===== config.mk =====
export PLATFORM = sky130hd
export DESIGN_NAME = uls_link
export DESIGN_NICKNAME = d
export VERILOG_FILES = /design/src/uls_pkg.sv /design/src/uls_strm_if.sv /design/src/uls_mem.sv /design/src/uls_fifo.sv /design/src/uls_link.sv
export SDC_FILE = /design/constraint.sdc
export NUM_CORES = 1
export LEC_CHECK = 0
export BUFFER_PORTS_ARGS = -buffer_cell sky130_fd_sc_hd__buf_2
export CAP_MARGIN = 40
export CORE_AREA = 2 2 191 193
export CTS_CLUSTER_SIZE = 25
export DETAILED_ROUTE_END_ITERATION = 16
export DIE_AREA = 0 0 193 195
export PLACE_DENSITY_LB_ADDON = 0.1
export SETUP_SLACK_MARGIN = 0.1
export SYNTH_ARGS = -nofsm -noshare
export SYNTH_HDL_FRONTEND = slang
export SYNTH_SLANG_ARGS = --single-unit

===== constraint.sdc =====
create_clock -name sys_clk -period 3.5 [get_ports sys_clk]
set_input_delay 1.05 -clock sys_clk [delete_from_list [all_inputs] [get_ports sys_clk]]
set_output_delay 1.05 -clock sys_clk [all_outputs]
set_load 0.03 [all_outputs]

===== src/uls_pkg.sv =====
package uls_pkg;
   localparam int DATA_W = 8;
   localparam int FIFO_W = 9;
   localparam int FIFO_DEPTH = 16;
   localparam logic [3:0] EP_COUNT = 4'h8;
   localparam logic [1:0] LINK_U0 = 2'h0;
   localparam logic [1:0] LINK_U1 = 2'h1;
   localparam logic [1:0] LINK_U2 = 2'h2;
   localparam logic [1:0] LINK_U3 = 2'h3;
   localparam logic XCVR_RST_INIT = 1'b0;
   localparam logic [7:0] BUS_IDLE = 8'h00;
   localparam logic [10:0] PIN_INIT = 11'h000;

   typedef enum logic [1:0] {
      L_IDLE = 2'h0,
      L_TX = 2'h1,
      L_LOAD = 2'h2,
      L_STOP = 2'h3
   } uls_link_e;

   typedef enum logic [1:0] {
      PS_FULL = 2'h0,
      PS_LIGHT_CLOCK_GATED = 2'h1,
      PS_POWER_GATED = 2'h2,
      PS_DEEP = 2'h3
   } uls_pwr_e;

   localparam uls_pwr_e PS_INIT = PS_POWER_GATED;
endpackage : uls_pkg


===== src/uls_strm_if.sv =====
interface uls_strm_if #(parameter int W = 9);
   logic valid;
   logic ready;
   logic [W-1:0] data;
   modport src (output valid, output data, input ready);
   modport snk (input valid, input data, output ready);
endinterface : uls_strm_if


===== src/uls_mem.sv =====
module uls_mem #(
   parameter int W = 9,
   parameter int DEPTH = 16,
   parameter int AW = 4
) (
   input wire logic clk,
   input wire logic wr_en,
   input wire logic [AW-1:0] wr_addr,
   input wire logic [W-1:0] wr_data,
   input wire logic rd_en,
   input wire logic [AW-1:0] rd_addr,
   output logic [W-1:0] rd_data
);
   logic [W-1:0] mem [DEPTH];

   always_ff @(posedge clk) begin
      if (wr_en) begin
         mem[wr_addr] <= wr_data;
      end
   end

   always_ff @(posedge clk) begin
      if (rd_en) begin
         rd_data <= mem[rd_addr];
      end
   end
endmodule : uls_mem


===== src/uls_fifo.sv =====
module uls_fifo #(
   parameter int W = 9,
   parameter int DEPTH = 16
) (
   input wire logic clk,
   input wire logic rst_n,
   uls_strm_if.snk in_s,
   uls_strm_if.src out_s
);
   localparam int AW = $clog2(DEPTH);
   localparam logic [AW:0] FULL_CNT = (AW+1)'(DEPTH);

   logic [AW-1:0] wr_ptr_r;
   logic [AW-1:0] rd_ptr_r;
   logic [AW:0] cnt_r;
   logic fetch_r;
   logic out_v_r;
   logic push;
   logic fetch;

   // One word is fetched at a time, so the drain rate is at most a third of the clock.
   assign in_s.ready = (cnt_r != FULL_CNT);
   assign push = in_s.valid && in_s.ready;
   assign fetch = (cnt_r != '0) && !fetch_r && !out_v_r;
   assign out_s.valid = out_v_r;

   always_ff @(posedge clk or negedge rst_n) begin
      if (!rst_n) begin
         wr_ptr_r <= '0;
         rd_ptr_r <= '0;
      end else begin
         if (push) begin
            wr_ptr_r <= wr_ptr_r + 1'b1;
         end
         if (fetch) begin
            rd_ptr_r <= rd_ptr_r + 1'b1;
         end
      end
   end

   always_ff @(posedge clk or negedge rst_n) begin
      if (!rst_n) begin
         cnt_r <= '0;
      end else if (push && !fetch) begin
         cnt_r <= cnt_r + 1'b1;
      end else if (fetch && !push) begin
         cnt_r <= cnt_r - 1'b1;
      end
   end

   always_ff @(posedge clk or negedge rst_n) begin
      if (!rst_n) begin
         fetch_r <= 1'b0;
         out_v_r <= 1'b0;
      end else begin
         fetch_r <= fetch;
         if (fetch_r) begin
            out_v_r <= 1'b1;
         end else if (out_s.ready) begin
            out_v_r <= 1'b0;
         end
      end
   end

   uls_mem #(.W(W), .DEPTH(DEPTH), .AW(AW)) u_mem (
      .clk(clk),
      .wr_en(push),
      .wr_addr(wr_ptr_r),
      .wr_data(in_s.data),
      .rd_en(fetch),
      .rd_addr(rd_ptr_r),
      .rd_data(out_s.data)
   );
endmodule : uls_fifo


===== src/uls_link.sv =====
module uls_link
   import uls_pkg::*;
(
   input wire logic sys_clk,
   input wire logic rst_n,
   input wire logic ulpi_clk,
   input wire logic [7:0] ulpi_data_in,
   output logic [7:0] ulpi_data_out,
   output logic ulpi_data_oe,
   input wire logic ulpi_dir,
   input wire logic xcvr_pace,
   output logic link_stop,
   output logic xcvr_ref_clock,
   output logic xcvr_reset_n,
   input wire logic xcvr_release,
   input wire logic [7:0] tx_data,
   input wire logic tx_last,
   input wire logic tx_valid,
   output logic tx_ready,
   input wire logic [3:0] tx_ep,
   output logic tx_ep_bad,
   input wire logic bus_req,
   output logic [7:0] rx_data,
   output logic rx_cmd,
   output logic rx_valid,
   input wire logic [1:0] link_state,
   input wire logic sw_suspend,
   input wire logic partner_attached,
   input wire logic sw_deep_req,
   output logic [1:0] power_state,
   output logic unit_clk_en,
   output logic ev_valid,
   output logic [1:0] ev_code,
   input wire logic ev_ready,
   output logic ev_irq
);
   function automatic logic link_low(input logic [1:0] st);
      link_low = (st == LINK_U1) || (st == LINK_U2);
   endfunction : link_low

   uls_strm_if #(.W(FIFO_W)) fin ();
   uls_strm_if #(.W(FIFO_W)) fq ();

   logic [10:0] pin_s1_r;
   logic [10:0] pin_s2_r;
   logic clk_prev_r;
   logic tick;
   logic dir_s;
   logic nxt_s;
   logic [7:0] din_s;
   logic dir_prev_r;
   logic turn;
   uls_link_e ls_r;
   uls_pwr_e ps_r;
   logic xrst_r;
   logic ref_r;
   logic tx_ok;
   logic pop;
   logic [1:0] link_prev_r;

   assign fin.valid = tx_valid;
   assign fin.data = {tx_last, tx_data};
   assign tx_ready = fin.ready;

   uls_fifo #(.W(FIFO_W), .DEPTH(FIFO_DEPTH)) u_fifo (
      .clk(sys_clk),
      .rst_n(rst_n),
      .in_s(fin),
      .out_s(fq)
   );

   // Pins come from the transceiver clock domain, so two stages first.
   always_ff @(posedge sys_clk or negedge rst_n) begin
      if (!rst_n) begin
         pin_s1_r <= PIN_INIT;
         pin_s2_r <= PIN_INIT;
         clk_prev_r <= 1'b0;
      end else begin
         pin_s1_r <= {ulpi_clk, ulpi_dir, xcvr_pace, ulpi_data_in};
         pin_s2_r <= pin_s1_r;
         clk_prev_r <= pin_s2_r[10];
      end
   end

   // All bus sampling and driving steps on the rising interface edge, except the L_LOAD byte reload and the transceiver-reset return to L_IDLE.
   assign tick = pin_s2_r[10] && !clk_prev_r;
   assign dir_s = pin_s2_r[9];
   assign nxt_s = pin_s2_r[8];
   assign din_s = pin_s2_r[7:0];
   assign turn = dir_s != dir_prev_r;

   always_ff @(posedge sys_clk or negedge rst_n) begin
      if (!rst_n) begin
         dir_prev_r <= 1'b0;
      end else if (tick) begin
         dir_prev_r <= dir_s;
      end
   end

   always_ff @(posedge sys_clk or negedge rst_n) begin
      if (!rst_n) begin
         tx_ep_bad <= 1'b0;
      end else begin
         tx_ep_bad <= tx_ep >= EP_COUNT;
      end
   end

   assign tx_ok = xrst_r && (ps_r == PS_FULL) && !tx_ep_bad;
   // A zero head byte cannot open a transfer, so it is dropped.
   assign pop = tick && !dir_s && !turn && fq.valid && (
      (ls_r == L_IDLE && tx_ok && fq.data[7:0] == BUS_IDLE) ||
      (ls_r == L_TX && nxt_s));
   assign fq.ready = pop;

   // A FIFO underrun in mid-packet simply holds the link in L_LOAD.
   always_ff @(posedge sys_clk or negedge rst_n) begin
      if (!rst_n) begin
         ls_r <= L_IDLE;
         ulpi_data_out <= BUS_IDLE;
         link_stop <= 1'b0;
      end else if (!xrst_r && ls_r != L_IDLE) begin
         ls_r <= L_IDLE;
         ulpi_data_out <= BUS_IDLE;
         link_stop <= 1'b0;
      end else begin
         unique case (ls_r)
            L_IDLE: begin
               if (tick && dir_s && !turn && bus_req) begin
                  link_stop <= 1'b1;
                  ls_r <= L_STOP;
               end else if (tick && !dir_s && !turn && tx_ok &&
                            fq.valid && fq.data[7:0] != BUS_IDLE) begin
                  ulpi_data_out <= fq.data[7:0];
                  ls_r <= L_TX;
               end
            end
            L_TX: begin
               if (tick && dir_s) begin
                  ulpi_data_out <= BUS_IDLE;
                  ls_r <= L_IDLE;
               end else if (tick && nxt_s && !turn) begin
                  if (fq.data[8]) begin
                     ulpi_data_out <= BUS_IDLE;
                     link_stop <= 1'b1;
                     ls_r <= L_STOP;
                  end else begin
                     ls_r <= L_LOAD;
                  end
               end
            end
            L_LOAD: begin
               if (tick && dir_s) begin
                  ulpi_data_out <= BUS_IDLE;
                  ls_r <= L_IDLE;
               end else if (fq.valid) begin
                  ulpi_data_out <= fq.data[7:0];
                  ls_r <= L_TX;
               end
            end
            L_STOP: begin
               if (tick) begin
                  link_stop <= 1'b0;
                  ls_r <= L_IDLE;
               end
            end
         endcase
      end
   end

   // The pad is released on the edge where direction changes.
   always_ff @(posedge sys_clk or negedge rst_n) begin
      if (!rst_n) begin
         ulpi_data_oe <= 1'b0;
      end else if (tick) begin
         ulpi_data_oe <= !dir_s && !turn;
      end
   end

   always_ff @(posedge sys_clk or negedge rst_n) begin
      if (!rst_n) begin
         rx_data <= BUS_IDLE;
         rx_cmd <= 1'b0;
         rx_valid <= 1'b0;
      end else begin
         rx_valid <= tick && dir_s && !turn;
         if (tick && dir_s && !turn) begin
            rx_data <= din_s;
            rx_cmd <= !nxt_s;
         end
      end
   end

   always_ff @(posedge sys_clk or negedge rst_n) begin
      if (!rst_n) begin
         xrst_r <= XCVR_RST_INIT;
      end else begin
         xrst_r <= xcvr_release;
      end
   end

   assign xcvr_reset_n = xrst_r;

   // U3 without a software request stays clock gated while the partner is attached, not power gated.
   always_ff @(posedge sys_clk or negedge rst_n) begin
      if (!rst_n) begin
         ps_r <= PS_INIT;
      end else if (sw_deep_req &&
                   (ps_r == PS_DEEP || link_state == LINK_U3)) begin
         ps_r <= PS_DEEP;
      end else if (sw_suspend || !partner_attached) begin
         ps_r <= PS_POWER_GATED;
      end else if (link_low(link_state) || link_state == LINK_U3) begin
         ps_r <= PS_LIGHT_CLOCK_GATED;
      end else begin
         ps_r <= PS_FULL;
      end
   end

   assign power_state = ps_r;

   always_ff @(posedge sys_clk or negedge rst_n) begin
      if (!rst_n) begin
         unit_clk_en <= 1'b0;
      end else begin
         unit_clk_en <= ps_r == PS_FULL;
      end
   end

   always_ff @(posedge sys_clk or negedge rst_n) begin
      if (!rst_n) begin
         ref_r <= 1'b0;
      end else if (ps_r == PS_FULL || ps_r == PS_LIGHT_CLOCK_GATED) begin
         ref_r <= !ref_r;
      end else begin
         ref_r <= 1'b0;
      end
   end

   assign xcvr_ref_clock = ref_r;

   // A new change wins over a same-cycle acceptance of the old one.
   always_ff @(posedge sys_clk or negedge rst_n) begin
      if (!rst_n) begin
         link_prev_r <= LINK_U0;
         ev_valid <= 1'b0;
         ev_code <= LINK_U0;
         ev_irq <= 1'b0;
      end else begin
         link_prev_r <= link_state;
         ev_irq <= ev_valid && ev_ready;
         if (link_state != link_prev_r) begin
            ev_valid <= 1'b1;
            ev_code <= link_state;
         end else if (ev_ready) begin
            ev_valid <= 1'b0;
         end
      end
   end
endmodule : uls_link


* Word-level counts from Yosys, hierarchy flattened
Memory sizes are Yosys's and may differ from the RTL's. A register that Yosys moved wholly into a read port is not among the register bits.
Index checks and enable logic that the tools add are counted.
** Word-level totals
- Memories kept :: 1
- Word-level logic and storage cells :: 150
- Bits in writable memories :: 144
- Bits in registers :: 73
** Memory list
- u_fifo.u_mem.mem :: words 16, bits a word 9, rd ports 1, clocked after Yosys merged registers in 1, wr ports 1, line uls_mem.sv:14 : logic [W-1:0] mem [DEPTH];
** Cells by class
- Order comparisons :: 1
- Reductions and logical operators :: 59
- Equality and inequality tests :: 22
- Multiplexer cells :: 38
- Add/sub/neg operators :: 4
** Operators by type and width (count)
- $mux W8 :: 8
- $logic_and A1 B1 Y1 :: 27
- $pmux W8 S3 :: 1
- $mux W2 :: 10
- $mux W1 :: 15
- $logic_not A1 Y1 :: 12
- $ne A3 B1 Y1 const B :: 4
- $ne A4 B1 Y1 const B :: 3
- $reduce_and A6 Y1 :: 2
- $eq A2 B2 Y1 const B :: 5
- $mux W5 :: 2
- $ne A3 B3 Y1 const B :: 3
- $add A4 B1 Y4 const B :: 2
- $logic_not A8 Y1 :: 1
- $pmux W2 S4 :: 1
- $reduce_bool A2 Y1 :: 4
- $reduce_bool A4 Y1 :: 2
- $reduce_bool A8 Y1 :: 1
- $eq A2 B1 Y1 const B :: 3
- $logic_or A1 B1 Y1 :: 6
- $add A5 B1 Y5 const B :: 1
- $ne A5 B5 Y1 const B :: 1
- $reduce_bool A5 Y1 :: 1
- $sub A5 B1 Y5 const B :: 1
- other kinds (7) :: 8

* Depth between registers and ports, before layout
Gate-level depths: netlist of run 1.
- Depth in word-level cells :: 11
- Mapped depth :: 12
- Gate-level depth less buffers :: 11

* Cells and area by module
A second synthesis of run 1 with hierarchy kept.
** Unflattened totals
- Cells, all modules :: 509
- Area, all modules :: 9004.9 um^2
** Modules (own cells, without submodules)
- uls_mem :: area an instance 5870.6 um^2, instances 1, cells each 254
- uls_link :: area an instance 2290.9 um^2, instances 1, cells each 180
- uls_fifo :: area an instance 843.3 um^2, instances 1, cells each 75

* Worst setup path after synthesis of run 1
No wires, ideal clock.
- Kind :: register -> register
- Start :: register u_fifo.cnt_r[3]
- End :: register u_fifo.cnt_r[4]
- Library setup time :: 0.123 ns
- Arrival time :: 2.686 ns
- Slack :: 0.691 ns
- Cell stages (with the launch flop) :: 13
- Cell sequence :: dfrtp_1 -> nor4_1 -> nand2_1 -> and2_1 -> buf_2 -> ha_1 -> inv_1 -> ha_1 -> a21o_1 -> a21oi_1 -> xnor2_1 -> nor2_1 -> xnor2_1
** RTL lines
- from (decl) :: line uls_fifo.sv:15 : logic [AW:0] cnt_r;
- from (signal assigned) :: line uls_fifo.sv:45 : cnt_r <= cnt_r + 1'b1;
- from (signal assigned) :: line uls_fifo.sv:47 : cnt_r <= cnt_r - 1'b1;
- $ne A5 B5 Y1 * :: line uls_fifo.sv:22 : assign in_s.ready = (cnt_r != FULL_CNT);
- named net tx_ready :: line uls_link.sv:19 : output logic tx_ready,
- $logic_and A1 B1 Y1 * :: line uls_fifo.sv:23 : assign push = in_s.valid && in_s.ready;
- named net u_fifo.push :: line uls_fifo.sv:18 : logic push;
- $logic_not A1 Y1 :: line uls_fifo.sv:46 : end else if (fetch && !push) begin
- $logic_and A1 B1 Y1 :: line uls_fifo.sv:46
- $reduce_bool A2 Y1 (no source line)
Mark *: on every way through the listed nets, which the timed path passes. The rest lies on a longest branch. The select of a mux whose other input is x is not followed.
A chain may end at the register's enable or synchronous reset.

* Worst setup path in the final report of run 1
- Start :: register u_fifo.cnt_r[0]
- End :: output port tx_ready
** Between the ends
- Word-level cells in the longest chain between the ends :: 1
** Ends and longest elaborated chain (line)
- $ne A5 B5 Y1 :: uls_fifo.sv:22
- to (decl) :: uls_link.sv:19
No other way between the ends.

==> reports/results.tsv, run 1 <==
metric	value	unit
Final min period	2.783	ns
Post-Syn Instances	473	
syn nets	523	
post-CTS setup buffer count	0	
clock latency on the worst-skew pair	0.55	ns
Final Util	0.3014	
row count	69	
post-synth cell types	43	
Syn-to-layout area delta	20.96	%
Max Slew Vio Count	0	
initial DRC count	265	
Final Hold Vio Count	0	
fill cell count	3522	
Post-synth top cells	153 x edfxtp_1, 72 x dfrtp_1, 37 x mux4_2	
Final Cycle Share	0.7953	
RSZ-0062 raised after global routing	no	
met2 Track Usage GR	0.1602	
Top FF cell, synth	edfxtp_1	
Post-synth EDFFs	153	
DR WL/cell	17.94	um
Worst Hold Slack	0.3459	ns
Worst path slowest cell	nor4_1	
met1 GRT Util	0.1409	
Residual DRC	0	
Clock Sinks	226	
count leader, synth	edfxtp_1	
Rel. slew slack	0.4915	
Yosys reg bits	226	
Antenna Nets Post-Route	0	
synth top area cells	edfxtp_1 52%, dfrtp_1 20%, mux4_2 9.4%, mux4_1 2.4%, ha_1 2.0%	
HP Class	register to register	
Syn Area/Cell	18.65	um2
vias in the first global route	4732	
CTS tree	built	
Layout Skew	0.02393	ns
area share of the largest cell type after synthesis	0.5209	
Arrival @ worst endpoint	1.73	ns
yosys warns	0	
Max Fclk	0.3593	GHz
maximum VDD drop	0.3312	mV
global-route wire length before repair	28660	um
Initial Utilization	0.2492	
gr busiest metal	met2	
routability cong.	0.7246	
Crit Path Max Fanout	4	
Placed Cells	1000	
largest net degree at the start of global routing	40	
core area	35400	um2
Post-synth ARST share	0.3230	
status	finished clean	
HPWL Detailed	12140	um
Yosys top cell by area	edfxtp_1	
CTS HTree Levels	1	
GR Overflow Total	0	
share of cells above drive strength 1	0.3085	
mapped cell area	8821	um2
Ports	66	
critical path's largest stage delay	0.45	ns
Resized cells post-CTS	0	
die width	193	um
full die area	37640	um2
Startpoint Class	register	
critical-path cell list	nor4_1, nand2_1, buf_2	
Num CTS Buffers	28	
ant diodes	0	
CTS root buffer	clkbuf_16	
final std cells w/o fill	1051	
Placed Area	9778	um2
leakage	3.943	nW
max_cap viols	0	
Sequential Area	6424	um2
via total after detailed routing	4412	
Top Family by Delay on Critical Path	simple AND/OR/NAND/NOR gates	
Max Root-Sink Buffers	3	
Via density	4.198	
Final Cell Area	10670	um2
Post-Route Setup TNS	0	ns
Reg clk slew, reported paths	0.05	ns
Setup-failing EPs final	0	
hold_buf cts	0	
Worst Setup End Kind	output pin	
initial antenna violation count	0	
# port buffers	62	
die height	195	um
overall routing resource usage	0.1020	
DR pass1 iterations	4	
Layout Nets	619	
worst slew pin tran	0.7628	ns
final WL	18850	um
CP Buf/Inv Count	1	
required time worst endpoint	2.45	ns
Pwr Density	814.3	nW/um2
GR met3 Demand/Resource	0.02462	
crit path kind	register to output pin	
Seq/Total Area, Yosys	0.7281	
Multi-input gate area	2200	um2
routing by layer:
| metal | vias to the layer above | share of wire |
|---|---|---|
| met1 | 2245 | 0.47 |
| met3 | 35 | 0.060 |
| met5 | - | 0 |
| li1 | 2019 | - |
| met2 | 113 | 0.45 |
| met4 | 0 | 0.024 |
kinds of logic (layout without fill, tap and decap cells):
kind of cell | Yosys count | count (layout) | synth area share
DFF | 226 | 226 | 0.7281
muxes | 66 | 66 | 0.1438
and+or+nand+nor | 77 | 77 | 0.04440
AOI/OAI and AO/OA | 37 | 37 | 0.02610
adders and majority gates | 15 | 15 | 0.02213
xor gates and xnor gates | 13 | 13 | 0.01291
buffers and inverters | 39 | 156 | 0.02255
power breakdown:
group          internal (mW)  total, mW  switching (mW)
Clock                   1.63       2.73            1.10
Sequential              3.31       3.56           0.256
Combinational           1.09       2.39            1.30
flip-flops by register name, summed over array words and instances, names as in the netlist, 2 cells and up:
| signal | count |
|---|---|
| ev_code | 2 |
| power_state | 2 |
| ulpi_data_out | 8 |
| ls_r | 2 |
| pin_s2_r | 11 |
| u_fifo.u_mem.rd_data | 9 |
| u_fifo.rd_ptr_r | 4 |
| rx_data | 8 |
| u_fifo.cnt_r | 5 |
| u_fifo.wr_ptr_r | 4 |
| u_fifo.u_mem.mem | 144 |
| link_prev_r | 2 |
| pin_s1_r | 11 |
final timing paths:
kind	cells after the start	from	slack [ns]	end
max	3	u_fifo.cnt_r[0]	0.72	tx_ready
min	0	pin_s1_r[5]	0.35	pin_s2_r[5]
max reg2reg	11	u_fifo.cnt_r[0]	0.85	u_fifo.cnt_r[4]
min reg2reg	0	pin_s1_r[5]	0.35	pin_s2_r[5]
max in group asynchronous	2	rst_n	2.36	power_state[1]
min in group asynchronous	1	rst_n	0.49	u_fifo.wr_ptr_r[2]
layout make-up:
type	instances	share of cell area
sequential	226	0.6020
multi-input combinational	208	0.2061
clock buffer	37	0.07258
tap	461	0.05406
timing repair buffer	83	0.04644
clock inverter	14	0.01102
inverter	22	0.007739
cell usage in the layout, fill, tap and decap left out, drive strengths merged:
cell | synthesis | final
a211oi | 1 | 1
a21o | 5 | 5
a21oi | 11 | 11
a221o | 2 | 2
a22o | 1 | 1
a22oi | 1 | 1
a31oi | 2 | 2
and2 | 3 | 3
and4bb | 2 | 2
buf | 12 | 83
bufinv | 0 | 1
clkbuf | 5 | 37
clkinv | 0 | 11
clkinvlp | 0 | 1
dfrtp | 72 | 72
dfstp | 1 | 1
edfxtp | 153 | 153
fa | 1 | 1
ha | 14 | 14
inv | 22 | 23
mux2 | 12 | 12
mux2i | 9 | 9
mux4 | 45 | 45
nand2 | 30 | 30
nand2b | 5 | 5
nand3 | 5 | 5
nand3b | 1 | 1
nand4 | 2 | 2
nor2 | 18 | 18
nor2b | 1 | 1
nor3 | 4 | 4
nor4 | 4 | 4
nor4b | 1 | 1
o21ai | 12 | 12
o31ai | 1 | 1
o41ai | 1 | 1
or2 | 1 | 1
xnor2 | 11 | 11
xor2 | 2 | 2
through the flow:
| step | worst slack (ns) | power, mW |
|---|---|---|
| global route | 0.5590 | 9.205 |
| CTS | 0.6366 | 8.893 |
| floorplan | 0.6910 | 5.364 |
| finish | 0.7166 | 8.689 |
| detailed placement | 0.6318 | 6.094 |
| global placement | 0.6415 | 6.042 |
No activity file was read; power rests on OpenSTA's default activity.
==> run 2, diff against run 1 <==
ABC_AREA = 1   (was default)
CORE_AREA = 2 2 197 199   (was 2 2 191 193)
DIE_AREA = 0 0 199 201   (was 0 0 193 195)
clock period = 2.4 ns   (was 3.5 ns; I/O delays follow)
==> run 2 against run 1 <==
  * Non-clock buffer count is 20 higher
  * Highest routed layer unchanged
  * Die area is 6.3% higher
  * Largest power group unchanged
  * Clock skew is 0.014 ns lower
  * Critical endpoint unchanged
  * Critical path type unchanged
  * Synthesized cell count is 84% higher
==> reports/results.tsv, run 2 <==
metric	value	unit
DR pass1 iterations	4	
clock latency on the worst-skew pair	0.54	ns
worst slew pin tran	0.8517	ns
Initial Utilization	0.2464	
mapped cell area	9390	um2
largest net degree at the start of global routing	64	
Via density	4.026	
max_cap viols	0	
count leader, synth	nand2_1	
Crit Path Max Fanout	2	
critical path's largest stage delay	0.40	ns
Final Hold Vio Count	0	
HP Class	primary input to asynchronous set/reset pin	
largest registers	u_fifo.u_mem.mem (144), pin_s1_r (11), pin_s2_r (11)	
# port buffers	62	
initial DRC count	228	
ant diodes	0	
Arrival @ worst endpoint	1.62	ns
Ports	66	
overall routing resource usage	0.1210	
hold_buf cts	0	
Startpoint Class	register	
fill cell count	3952	
CTS root buffer	clkbuf_16	
Post-synth top cells	222 x nand2_1, 157 x nor2_1, 153 x edfxtp_1	
Top FF cell, synth	edfxtp_1	
share of cells above drive strength 1	0.1793	
Worst Setup End Kind	output pin	
global-route wire length before repair	36930	um
Final Cycle Share	0.9737	
Residual DRC	0	
leakage	4.730	nW
status	finished clean	
Max Fclk	0.4279	GHz
Num CTS Buffers	27	
area share of the largest cell type after synthesis	0.4893	
Clock Sinks	226	
Final min period	2.337	ns
Final Util	0.3020	
Yosys top cell by area	edfxtp_1	
Final Cell Area	11510	um2
Worst R2R Path Depth	14	
RSZ-0062 raised after global routing	yes	
vias in the first global route	6165	
Yosys reg bits	226	
post-synth cell types	33	
PnR Total Power	13.73	mW
Post-Syn Instances	870	
Post-Route Setup TNS	0	ns
via total after detailed routing	6083	
routability cong.	0.6973	
die height	201	um
HPWL Detailed	14850	um
Worst path slowest cell	dfrtp_1	
most frequent cells in the layout	218 x nand2_1, 157 x nor2_1, 153 x edfxtp_1	
Seq/Total Area, Yosys	0.6839	
Pwr Density	1193	nW/um2
die width	199	um
required time worst endpoint	1.68	ns
Setup-failing EPs final	0	
crit path kind	register to output pin	
initial antenna violation count	0	
Syn-to-layout area delta	22.56	%
CTS tree	built	
full die area	40000	um2
CTS HTree Levels	1	
Reg with most FFs	u_fifo.u_mem.mem	
Post-synth EDFFs	153	
Layout Nets	1022	
GR Overflow Total	0	
Rel. slew slack	0.4301	
number of flip-flops in the largest register	144	
core area	38110	um2
Layout Skew	0.009700	ns
Syn Area/Cell	10.79	um2
Post-synth ARST share	0.3230	
DR WL/cell	15.54	um
maximum VDD drop	0.4394	mV
synth top area cells	edfxtp_1 49%, dfrtp_1 19%, nand2_1 8.9%, nor2_1 6.3%, o21ai_1 3.3%	
Reg clk slew, reported paths	0.06	ns
row count	72	
commonest non-fill, non-tap cell in the layout	nand2_1	
Max Root-Sink Buffers	3	
critical-path cell list	nor4_4, nand2_2, buf_6, buf_6	
Antenna Nets Post-Route	0	
yosys warns	0	
Placed Area	10530	um2
CP most frequent cell	buf_6	
final WL	23490	um
syn nets	920	
Max Slew Vio Count	0	
run 2: changes by cell type in the layout (fill, tap and decap cells not counted), moves of 9 or more:
cell	change
a21oi_1	-10
buf_4	+15
inv_1	+17
mux2_2	-12
mux2i_1	-9
mux4_2	-37
nand2_1	+188
nand3_1	+25
nor2_1	+139
o21ai_0	+33
o21ai_1	+62
run 2: kinds of logic after synthesis:
group,synth area share
flops,0.6839
simple gates,0.1903
compound gates,0.05890
fa+ha+maj,0.02079
xor+xnor,0.009328
buf+inv,0.03678
run 2: path summary, 6_finish.rpt:
path	from	end	slack, ns
min in group sys_clk	ulpi_data_in[6]	pin_s1_r[6]	0.29
min	rst_n	xcvr_reset_n	0.04
max	u_fifo.cnt_r[1]	tx_ready	0.06
max reg2reg	u_fifo.cnt_r[1]	u_fifo.cnt_r[4]	0.24
min reg2reg	pin_s1_r[7]	pin_s2_r[7]	0.34
max in group asynchronous	rst_n	power_state[1]	1.82
run 2: layer usage:
layer,vias to the layer above,wire [um],global-route usage
li1,3088,-,-
met1,2867,11350,0.1708
met2,97,10760,0.1939
met3,31,888,0.02050
met4,0,486,0.02772
met5,-,0,0
run 2: timing repair:
item / CTS / global route
buffers inserted: 7 / 2
pin swaps: 5 / 7
setup endpoints to repair: 2 / 4
gates resized for setup: 6 / 7
run 2: layout make-up:
cell class	instances	area, um2	area share
flip-flops and latches	226	6424	0.5582
multi-input cells	567	2683	0.2331
clock buffers	36	719.4	0.06251
repair buffers	103	705.7	0.06132
well taps	518	648.1	0.05632
inverters	47	181.4	0.01576
clock inverters	14	147.6	0.01283
run 2: through the flow:
stage / hold slack, ns / setup WS, ns / instances
final: 0.03708 / 0.06307 / 1511
after global routing: 0.02863 / -0.01782 / 1511
after CTS: 0.01909 / 0.02625 / 1510
after detailed placement: 0.3347 / 0.07389 / 1453
after global placement: 0.3323 / 0.06617 / 1439
after floorplan: 0.3312 / 0.1121 / 870
run 2: power breakdown:
group / leakage [nW] / switching [mW] / internal (mW) / total, mW
Clock: 0.425 / 1.61 / 2.42 / 4.03
Sequential: 2.27 / 0.267 / 4.75 / 5.02
Combinational: 2.04 / 3.12 / 1.57 / 4.68
run 2: critical path: cells and delay by family (launching register included):
family | cells | cell delay [ns]
and+or+nand+nor | 2 | 0.41
buffers and inverters | 2 | 0.26
DFF | 1 | 0.40
